**src/ssl_pkg.sv**
```systemverilog
// Package with widths, reset values and pin encodings for the shift and storage latch.
package ssl_pkg;
  localparam int unsigned   SSL_WIDTH        = 8;
  localparam int unsigned   SSL_FIFO_DEPTH   = 16;
  localparam logic [7:0]    SSL_SHIFT_CLR    = 8'h00;
  localparam logic [7:0]    SSL_STORE_RST    = 8'h00;
  localparam logic [1:0]    SSL_SYNC_RST     = 2'h0;
  localparam logic          SSL_LVL_LOW      = 1'h0;
  localparam logic          SSL_LVL_HIGH     = 1'h1;
endpackage : ssl_pkg

```
**src/ssl_fifo.sv**
```systemverilog
// Small synchronous FIFO with valid and ready on both sides.
`timescale 1ns/1ps
`default_nettype none
module ssl_fifo
  import ssl_pkg::*;
#(
  parameter int unsigned WIDTH = 8,
  parameter int unsigned DEPTH = 16
)
(
  // Clock and reset.
  input  wire logic             clk_i,
  input  wire logic             rst_i,
  // Fill side.
  input  wire logic             in_valid_i,
  output logic                  in_ready_o,
  input  wire logic [WIDTH-1:0] in_data_i,
  // Drain side.
  output logic                  out_valid_o,
  input  wire logic             out_ready_i,
  output logic      [WIDTH-1:0] out_data_o
);
  localparam int unsigned AW = $clog2(DEPTH);

  logic [WIDTH-1:0] mem_ff [DEPTH];
  logic [AW-1:0]    wr_ptr_ff;
  logic [AW-1:0]    rd_ptr_ff;
  logic [AW:0]      count_ff;
  logic             push;
  logic             pop;

  // Full and empty come straight from the occupancy count.
  assign in_ready_o  = (count_ff != (AW+1)'(DEPTH));
  assign out_valid_o = (count_ff != '0);
  assign push        = in_valid_i & in_ready_o;
  assign pop         = out_valid_o & out_ready_i;
  assign out_data_o  = mem_ff[rd_ptr_ff];

  // Storage array write.
  always_ff @(posedge clk_i)
  begin
    if (push)
    begin
      mem_ff[wr_ptr_ff] <= in_data_i;
    end
  end

  // Pointers and count.
  always_ff @(posedge clk_i)
  begin
    if (rst_i)
    begin
      wr_ptr_ff <= '0;
      rd_ptr_ff <= '0;
      count_ff  <= '0;
    end
    else
    begin
      if (push)
      begin
        wr_ptr_ff <= (wr_ptr_ff == AW'(DEPTH-1)) ? '0 : wr_ptr_ff + 1'b1;
      end
      if (pop)
      begin
        rd_ptr_ff <= (rd_ptr_ff == AW'(DEPTH-1)) ? '0 : rd_ptr_ff + 1'b1;
      end
      if (push && !pop)
      begin
        count_ff <= count_ff + 1'b1;
      end
      else if (pop && !push)
      begin
        count_ff <= count_ff - 1'b1;
      end
    end
  end

  // A full FIFO must refuse new words, so the count can never pass the depth.
  AST_FIFO_NO_OVERFLOW: assert property (@(posedge clk_i) disable iff (rst_i)
    (count_ff <= (AW+1)'(DEPTH)))
    else $error("FIFO accepts a word while full.");
endmodule : ssl_fifo
`default_nettype wire

```
**src/ssl_top.sv**
```systemverilog
// Serial-in shift register feeding a storage register with three-state parallel outputs.
`timescale 1ns/1ps
`default_nettype none
module ssl_top
  import ssl_pkg::*;
#(
  parameter int unsigned WIDTH      = SSL_WIDTH,
  parameter int unsigned FIFO_DEPTH = SSL_FIFO_DEPTH
)
(
  // Clock and reset.
  input  wire logic             SYS_CLK_I,
  input  wire logic             SYS_RST_I,
  // Host pins, asynchronous to the system clock.
  input  wire logic             SERIAL_DATA_IN_I,
  input  wire logic             SHIFT_CLOCK_I,
  input  wire logic             STORE_CLOCK_I,
  input  wire logic             SHIFT_CLEAR_N_I,
  input  wire logic             OUTPUT_ENABLE_N_I,
  // Three-state parallel outputs.
  output logic      [WIDTH-1:0] PARALLEL_OUT_O,
  output logic      [WIDTH-1:0] PARALLEL_OUT_OE_O,
  // Cascade output toward the next device.
  output logic                  SERIAL_CASCADE_OUT_O,
  // Stream of latched words for on-chip consumers.
  output logic                  WORD_VALID_O,
  input  wire logic             WORD_READY_I,
  output logic      [WIDTH-1:0] WORD_DATA_O,
  // High while the word FIFO cannot take a new latch event.
  output logic                  WORD_STALL_O
);
  typedef enum logic [2:0]
  {
    SSL_ST_IDLE  = 3'b001,
    SSL_ST_RUN   = 3'b010,
    SSL_ST_CLEAR = 3'b100
  } ssl_state_t;

  // Two-stage synchronisers for each pin; the first stage feeds only the second.
  logic [1:0] ser_sync_ff;
  logic [1:0] shclk_sync_ff;
  logic [1:0] stclk_sync_ff;
  logic [1:0] clr_sync_ff;
  logic [1:0] oe_sync_ff;
  logic       shclk_prev_ff;
  logic       stclk_prev_ff;
  logic       shift_rise;
  logic       store_rise;
  logic       clear_act;
  logic       ser_lvl;

  logic [WIDTH-1:0] shift_ff;
  logic [WIDTH-1:0] nxt_shift;
  logic [WIDTH-1:0] store_ff;
  logic [WIDTH-1:0] nxt_store;
  logic [WIDTH-1:0] out_ff;
  logic [WIDTH-1:0] oe_ff;
  logic             cascade_ff;
  ssl_state_t       state_ff;
  ssl_state_t       nxt_state;
  logic             fifo_ready;

  // Pin synchronisers. Every pin effect lands three system cycles late; the host
  // must hold each pin level for at least one whole cycle or an edge can be lost.
  always_ff @(posedge SYS_CLK_I)
  begin
    if (SYS_RST_I)
    begin
      ser_sync_ff   <= SSL_SYNC_RST;
      shclk_sync_ff <= SSL_SYNC_RST;
      stclk_sync_ff <= SSL_SYNC_RST;
      clr_sync_ff   <= {SSL_LVL_HIGH, SSL_LVL_HIGH};
      oe_sync_ff    <= {SSL_LVL_HIGH, SSL_LVL_HIGH};
    end
    else
    begin
      ser_sync_ff   <= {ser_sync_ff[0], SERIAL_DATA_IN_I};
      shclk_sync_ff <= {shclk_sync_ff[0], SHIFT_CLOCK_I};
      stclk_sync_ff <= {stclk_sync_ff[0], STORE_CLOCK_I};
      clr_sync_ff   <= {clr_sync_ff[0], SHIFT_CLEAR_N_I};
      oe_sync_ff    <= {oe_sync_ff[0], OUTPUT_ENABLE_N_I};
    end
  end

  // Previous clock levels for rising edge detection on synchronised copies.
  always_ff @(posedge SYS_CLK_I)
  begin
    if (SYS_RST_I)
    begin
      shclk_prev_ff <= SSL_LVL_LOW;
      stclk_prev_ff <= SSL_LVL_LOW;
    end
    else
    begin
      shclk_prev_ff <= shclk_sync_ff[1];
      stclk_prev_ff <= stclk_sync_ff[1];
    end
  end

  // Edge and level decode. Data passes the same two stages as the clock, so the
  // host's setup time before the shift edge is preserved after synchronisation.
  assign shift_rise = shclk_sync_ff[1] & ~shclk_prev_ff;
  assign store_rise = stclk_sync_ff[1] & ~stclk_prev_ff;
  assign clear_act  = ~clr_sync_ff[1];
  assign ser_lvl    = ser_sync_ff[1];

  // Next shift register value.
  always_comb
  begin
    nxt_shift = shift_ff;
    if (clear_act)
    begin
      nxt_shift = SSL_SHIFT_CLR;
    end
    else if (shift_rise)
    begin
      nxt_shift = {shift_ff[WIDTH-2:0], ser_lvl};
    end
  end

  // Shift register.
  always_ff @(posedge SYS_CLK_I)
  begin
    if (SYS_RST_I)
    begin
      shift_ff <= SSL_SHIFT_CLR;
    end
    else
    begin
      shift_ff <= nxt_shift;
    end
  end

  // Storage copies the current shift contents, i.e. the value before any
  // shift taken on this same edge; clear and shift edges leave it alone.
  always_comb
  begin
    nxt_store = store_ff;
    if (store_rise)
    begin
      nxt_store = shift_ff;
    end
  end

  // Storage register.
  always_ff @(posedge SYS_CLK_I)
  begin
    if (SYS_RST_I)
    begin
      store_ff <= SSL_STORE_RST;
    end
    else
    begin
      store_ff <= nxt_store;
    end
  end

  // Parallel output drivers; enables follow the synchronised enable pin.
  always_ff @(posedge SYS_CLK_I)
  begin
    if (SYS_RST_I)
    begin
      out_ff <= SSL_STORE_RST;
      oe_ff  <= '0;
    end
    else
    begin
      out_ff <= nxt_store;
      oe_ff  <= {WIDTH{~oe_sync_ff[1]}};
    end
  end

  // Cascade output comes from the last stage only, never gated by the enable.
  always_ff @(posedge SYS_CLK_I)
  begin
    if (SYS_RST_I)
    begin
      cascade_ff <= SSL_LVL_LOW;
    end
    else
    begin
      cascade_ff <= nxt_shift[WIDTH-1];
    end
  end

  assign PARALLEL_OUT_O       = out_ff;
  assign PARALLEL_OUT_OE_O    = oe_ff;
  assign SERIAL_CASCADE_OUT_O = cascade_ff;

  // Activity monitor: tracks whether the host has cleared the chain and is running.
  always_comb
  begin
    nxt_state = state_ff;
    unique case (state_ff)
      SSL_ST_IDLE:  if (clear_act) nxt_state = SSL_ST_CLEAR;
      SSL_ST_CLEAR: if (!clear_act && store_rise) nxt_state = SSL_ST_RUN;
      SSL_ST_RUN:   if (clear_act) nxt_state = SSL_ST_CLEAR;
      default:      nxt_state = SSL_ST_IDLE;
    endcase
  end

  // Monitor state register.
  always_ff @(posedge SYS_CLK_I)
  begin
    if (SYS_RST_I)
    begin
      state_ff <= SSL_ST_IDLE;
    end
    else
    begin
      state_ff <= nxt_state;
    end
  end

  // Every latched word is offered to the on-chip stream. A full FIFO drops
  // nothing silently: the stall flag tells the host to slow its storage edges.
  ssl_fifo #(
    .WIDTH (WIDTH),
    .DEPTH (FIFO_DEPTH)
  ) u_fifo (
    .clk_i       (SYS_CLK_I),
    .rst_i       (SYS_RST_I),
    .in_valid_i  (store_rise),
    .in_ready_o  (fifo_ready),
    .in_data_i   (shift_ff),
    .out_valid_o (WORD_VALID_O),
    .out_ready_i (WORD_READY_I),
    .out_data_o  (WORD_DATA_O)
  );

  assign WORD_STALL_O = ~fifo_ready;

  AST_OE_FLOAT: assert property (@(posedge SYS_CLK_I) disable iff (SYS_RST_I)
    oe_sync_ff[1] |=> (PARALLEL_OUT_OE_O == '0))
    else $error("Outputs driven while enable pin is high.");

  AST_OE_DRIVE: assert property (@(posedge SYS_CLK_I) disable iff (SYS_RST_I)
    !oe_sync_ff[1] |=> (&PARALLEL_OUT_OE_O && PARALLEL_OUT_O == store_ff))
    else $error("Outputs not driven with storage contents.");

  AST_CLEAR_ZERO: assert property (@(posedge SYS_CLK_I) disable iff (SYS_RST_I)
    clear_act |=> (shift_ff == '0))
    else $error("Shift register not zero under clear.");

  AST_SHIFT_MOVE: assert property (@(posedge SYS_CLK_I) disable iff (SYS_RST_I)
    (shift_rise && !clear_act) |=>
      (shift_ff == {$past(shift_ff[WIDTH-2:0]), $past(ser_lvl)}))
    else $error("Shift edge did not move the stages.");

  AST_STORE_COPY: assert property (@(posedge SYS_CLK_I) disable iff (SYS_RST_I)
    store_rise |=> (store_ff == $past(shift_ff)))
    else $error("Storage edge did not copy the shift stages.");

  AST_SAME_EDGE: assert property (@(posedge SYS_CLK_I) disable iff (SYS_RST_I)
    (store_rise && shift_rise && !clear_act) |=>
      (store_ff == $past(shift_ff)) &&
      (shift_ff == {$past(shift_ff[WIDTH-2:0]), $past(ser_lvl)}))
    else $error("Simultaneous edges stored post-shift data.");

  AST_SHIFT_KEEPS_STORE: assert property (@(posedge SYS_CLK_I) disable iff (SYS_RST_I)
    !store_rise |=> $stable(store_ff))
    else $error("Storage changed without a storage edge.");

  AST_CLEAR_KEEPS_OUT: assert property (@(posedge SYS_CLK_I) disable iff (SYS_RST_I)
    (clear_act && !store_rise) ##1 !store_rise |=> $stable(PARALLEL_OUT_O))
    else $error("Clear disturbed the parallel outputs.");

  AST_CASCADE_LAST: assert property (@(posedge SYS_CLK_I) disable iff (SYS_RST_I)
    1'b1 |-> (SERIAL_CASCADE_OUT_O == shift_ff[WIDTH-1]))
    else $error("Cascade output differs from last stage.");

  AST_SHIFT_HOLD: assert property (@(posedge SYS_CLK_I) disable iff (SYS_RST_I)
    (!shift_rise && !clear_act) |=> $stable(shift_ff))
    else $error("Shift stages moved without a shift edge.");

  AST_INIT_DEFINED: assert property (@(posedge SYS_CLK_I) disable iff (SYS_RST_I)
    (state_ff == SSL_ST_CLEAR && !clear_act && store_rise && shift_ff == '0) |=>
      (store_ff == '0 && state_ff == SSL_ST_RUN))
    else $error("Storage edge after clear gave no defined word.");

  COV_SHIFT: cover property (@(posedge SYS_CLK_I) disable iff (SYS_RST_I)
    shift_rise && !clear_act);
  COV_STORE: cover property (@(posedge SYS_CLK_I) disable iff (SYS_RST_I) store_rise);
  COV_SAME: cover property (@(posedge SYS_CLK_I) disable iff (SYS_RST_I)
    shift_rise && store_rise);
  COV_INIT: cover property (@(posedge SYS_CLK_I) disable iff (SYS_RST_I)
    state_ff == SSL_ST_CLEAR ##[1:50] state_ff == SSL_ST_RUN);
  COV_OE_TOGGLE: cover property (@(posedge SYS_CLK_I) disable iff (SYS_RST_I)
    oe_sync_ff[1] ##1 !oe_sync_ff[1]);
endmodule : ssl_top
`default_nettype wire

```
**config.mk**
```make
export PLATFORM = sky130hd
export DESIGN_NAME = ssl_top
export DESIGN_NICKNAME = d
export VERILOG_FILES = /design/src/ssl_pkg.sv /design/src/ssl_fifo.sv /design/src/ssl_top.sv
export SDC_FILE = /design/constraint.sdc
export NUM_CORES = 1
export LEC_CHECK = 0
export BUFFER_PORTS_ARGS = -buffer_cell sky130_fd_sc_hd__buf_2
export CORE_MARGIN = 5
export CORE_UTILIZATION = 45
export DETAILED_ROUTE_END_ITERATION = 10
export GPL_ROUTABILITY_DRIVEN = 0
export MAX_ROUTING_LAYER = met4
export PLACE_DENSITY = 0.66
export SLEW_MARGIN = 40
export SYNTH_ARGS = -nofsm -noshare
export SYNTH_HDL_FRONTEND = slang
export SYNTH_HIERARCHICAL = 1
export SYNTH_SLANG_ARGS = --single-unit
export TNS_END_PERCENT = 20
```
**constraint.sdc**
```tcl
create_clock -name SYS_CLK_I -period 6.1 [get_ports SYS_CLK_I]
set_input_delay 0 -clock SYS_CLK_I [delete_from_list [all_inputs] [get_ports SYS_CLK_I]]
set_output_delay 0 -clock SYS_CLK_I [all_outputs]
set_load 0.02 [all_outputs]
```
==> flow_metrics.tcl <==
set metrics [dict create \
    run_status "complete, no violations" \
    p_comb_frac 0.147 \
    core_area_sq_um 15000 \
    power_frac_seq 0.488 \
    synth_nets 435 \
    route.detailed.drc 0 \
    synthesis.area_sq_um 6790 \
    use_met3 0.0449 \
    peakVddDrop_mv 0.193 \
    rsz0062_at_grt "false" \
    synth_seq_cells 174 \
    syn_inst 417 \
    path_clk_slew_ps 70 \
    avgSynthCellArea_sq_um 16.3 \
    p_int_mw 2.01 \
    tns_ps 0 \
    clock-sinks 174 \
    clk_path_buf_depth 2 \
    cts_tree "done" \
    cp-end-kind "flop" \
    worstHoldPathType "in -> reg" \
    io_buffer_count 34 \
    nets 469 \
    drv_cap 0 \
    cts-buffers-inserted 17 \
    p_per_area_nw_per_um2 357 \
    seq_area_frac_synth 0.702 \
    tightest_slew_ps 798 \
    p_leak_nw 2.37 \
    async_reset_ff_frac 0 \
    finalSetupViolations 0 \
    place_area_sq_um 7080 \
    num_rows 45 \
    ctsResizeCount 0 \
    yosysUniqueCellTypes 46 \
    maxSlewHeadroom 0.466 \
    wl_per_cell_um 20.2 \
    clkPwrFrac 0.365 \
    cts_max_level 4 \
    diodes 0 \
    grt_max_degree 38 \
    die_w_um 133 \
    synth_top_cell_area_share 0.566 \
    die_h_um 133 \
    cp.required_ps 6410 \
    finalMaxSlewViolations 0 \
    drive_gt1_frac 0.289 \
    synth_area_leaders "edfxtp_1, dfxtp_1, mux4_2" \
    synth_top_area_cell "edfxtp_1" \
    hold_slack_ps 117 \
    critPathMaxStageDelay_ps 550 \
    dieArea_sq_um 17600 \
    yosys_warnings 6 \
    grt_usage 0.165 \
    hold_depth 2 \
    use_met2 0.240 \
    fmax_ghz 0.354 \
    final_core_util 0.513 \
    top_usage_layer "met2" \
    synth-edff-count 128 \
    worst-r2r-cell-count 9 \
    fin_crit_ps 2830 \
    root_buffer "clkbuf_16" \
    drt-initial-drc-count 260 \
    startpoint_type "flop" \
    sw_frac_of_total 0.267 \
    ios 35 \
    fin_crit_sh 0.463 \
    initial_core_util 0.453 \
    routed_wl_um 13200 \
    crit_fanout 8 \
    clk_latency_ps 420 \
    path_class "reg -> reg" \
    switching_power_uw 732 \
    grt_pass1_vias 3755 \
    crit_top_cell "ha_1" \
    hold_violations 0 \
    antenna_found_initial 0 \
    grt_use_met1 0.228 \
    num_vias 3605 \
    grt_overflow_total 0 \
    dr.pass1.iters 5 \
    final_antenna_net_count 0 \
    skew_ps 12.2 \
    slowest_stage "nor4_1" \
    area_growth_pct 13.2 \
    stdcell_area_sq_um 7690 \
    vias_per_cell 5.53 \
    path_cells "nor4_1, a21boi_2, ha_1, inv_1, ha_1, a21oi_1, a211oi_1, a31oi_1, mux2_2" \
    cp.arrival_ps 3140 \
    grt_pass1_wl_um 21400 \
    ys.flop_type "edfxtp_1" \
    dp_hpwl_um 8230 \
]
-- power groups by stage --
stage	logic, mW	clock network (mW)	registers [mW]
global placement	0.392	0	1.36
global route	0.440	1.08	1.35
finish	0.403	1.00	1.34
CTS	0.407	1.02	1.34
floorplan	0.344	0	1.33
detailed placement	0.403	0	1.37
-- sequential cells by signal (all words and copies together), names as in the netlist, named ones only --
register / flops
PARALLEL_OUT_O: 8
PARALLEL_OUT_OE_O: 1
clr_sync_ff: 2
oe_sync_ff: 2
ser_sync_ff: 2
shclk_prev_ff: 1
shclk_sync_ff: 2
shift_ff: 8
stclk_prev_ff: 1
stclk_sync_ff: 2
u_fifo/count_ff: 5
u_fifo/mem_ff: 128
u_fifo/rd_ptr_ff: 4
u_fifo/wr_ptr_ff: 4
-- per-stage QoR --
stage | worst slack [ps] | power (mW) | instances
2_1_floorplan | 3530 | 1.68 | 417
3_3_place_gp | 3380 | 1.76 | 614
3_5_place_dp | 3340 | 1.77 | 614
4_1_cts | 3320 | 2.77 | 652
5_1_grt | 3140 | 2.86 | 652
6_report | 3270 | 2.74 | 652
-- path summary, 6_finish.rpt --
check                startpoint                   end  slack [ps]
max          u_fifo/count_ff[0]    u_fifo/count_ff[4]        3270
min                   SYS_RST_I  PARALLEL_OUT_OE_O[0]         120
max reg2reg  u_fifo/count_ff[0]    u_fifo/count_ff[4]        3270
min reg2reg       oe_sync_ff[1]  PARALLEL_OUT_OE_O[0]         380
-- critical path, delay by kind of cell, from the launching register on --
| family | cells | cell delay, ps |
|---|---|---|
| AOI/OAI and AO/OA | 4 | 710 |
| DFF | 1 | 370 |
| and+or+nand+nor | 1 | 550 |
| muxes | 1 | 340 |
| adders and majority gates | 2 | 570 |
| buffers and inverters | 1 | 170 |
-- cells in the final DEF (no fill, tap or decap), types with 2 or more instances in the layout --
cell / instances
nor2_1: 18
dfxtp_1: 44
mux2i_1: 4
nand2b_1: 5
nand2_1: 47
inv_6: 5
edfxtp_1: 128
or2_2: 4
buf_2: 34
clkinv_4: 4
a21oi_1: 13
nor2b_1: 10
clkbuf_16: 17
nor3_2: 3
dlygate4sd3_1: 6
nor2_2: 8
nor4_1: 3
inv_1: 6
nand3_1: 2
mux4_2: 32
clkbuf_1: 2
buf_4: 2
xor2_1: 3
clkinvlp_4: 2
a21oi_2: 9
a22oi_1: 16
ha_1: 9
a31oi_1: 2
-- synth_stat cells, types with 2 or more instances --
cell type / instances
edfxtp_1: 128
nand2_1: 47
dfxtp_1: 46
mux4_2: 32
nor2_1: 26
a22oi_1: 16
a21oi_1: 13
nor2b_1: 10
a21oi_2: 9
buf_4: 9
ha_1: 9
inv_1: 6
buf_1: 5
clkbuf_1: 5
nand2b_1: 5
buf_6: 4
mux2i_1: 4
nor3_1: 4
or2_2: 4
nor4_1: 3
xor2_1: 3
a31oi_1: 2
buf_2: 2
clkbuf_2: 2
nand3_1: 2
-- cells by family after synthesis --
logic type	count (synthesis)	synth area share
fa+ha+maj	10	0.0195
flops	174	0.702
buf+inv	34	0.0297
compound gates	51	0.0579
xor+xnor	4	0.00516
mux	37	0.114
simple gates	107	0.0726
-- routing by layer --
metal  part of all wire  vias to the layer above
li1                   -                     1648
met1               0.46                     1865
met2               0.48                       83
met3              0.050                        9
met4              0.011                        0
met5                  0                        -
-- what timing repair did --
action | CTS | global route
buffers inserted | 0 | 0
endpoints found under the setup margin | 0 | 0
hold endpoints to repair | 7 | 0
hold buffers | 6 | 0
-- area by class of cell --
| class | instances | area, sq um |
|---|---|---|
| Clock inverter | 12 | 101 |
| Timing Repair Buffer | 42 | 245 |
| Fill cell | 1227 | 7290 |
| Inverter | 7 | 31.3 |
| Clock buffer | 20 | 447 |
| Sequential cell | 174 | 4770 |
| Tap cell | 188 | 235 |
| Multi-Input combinational cell | 209 | 1860 |
(Power assumes the default switching activity.)
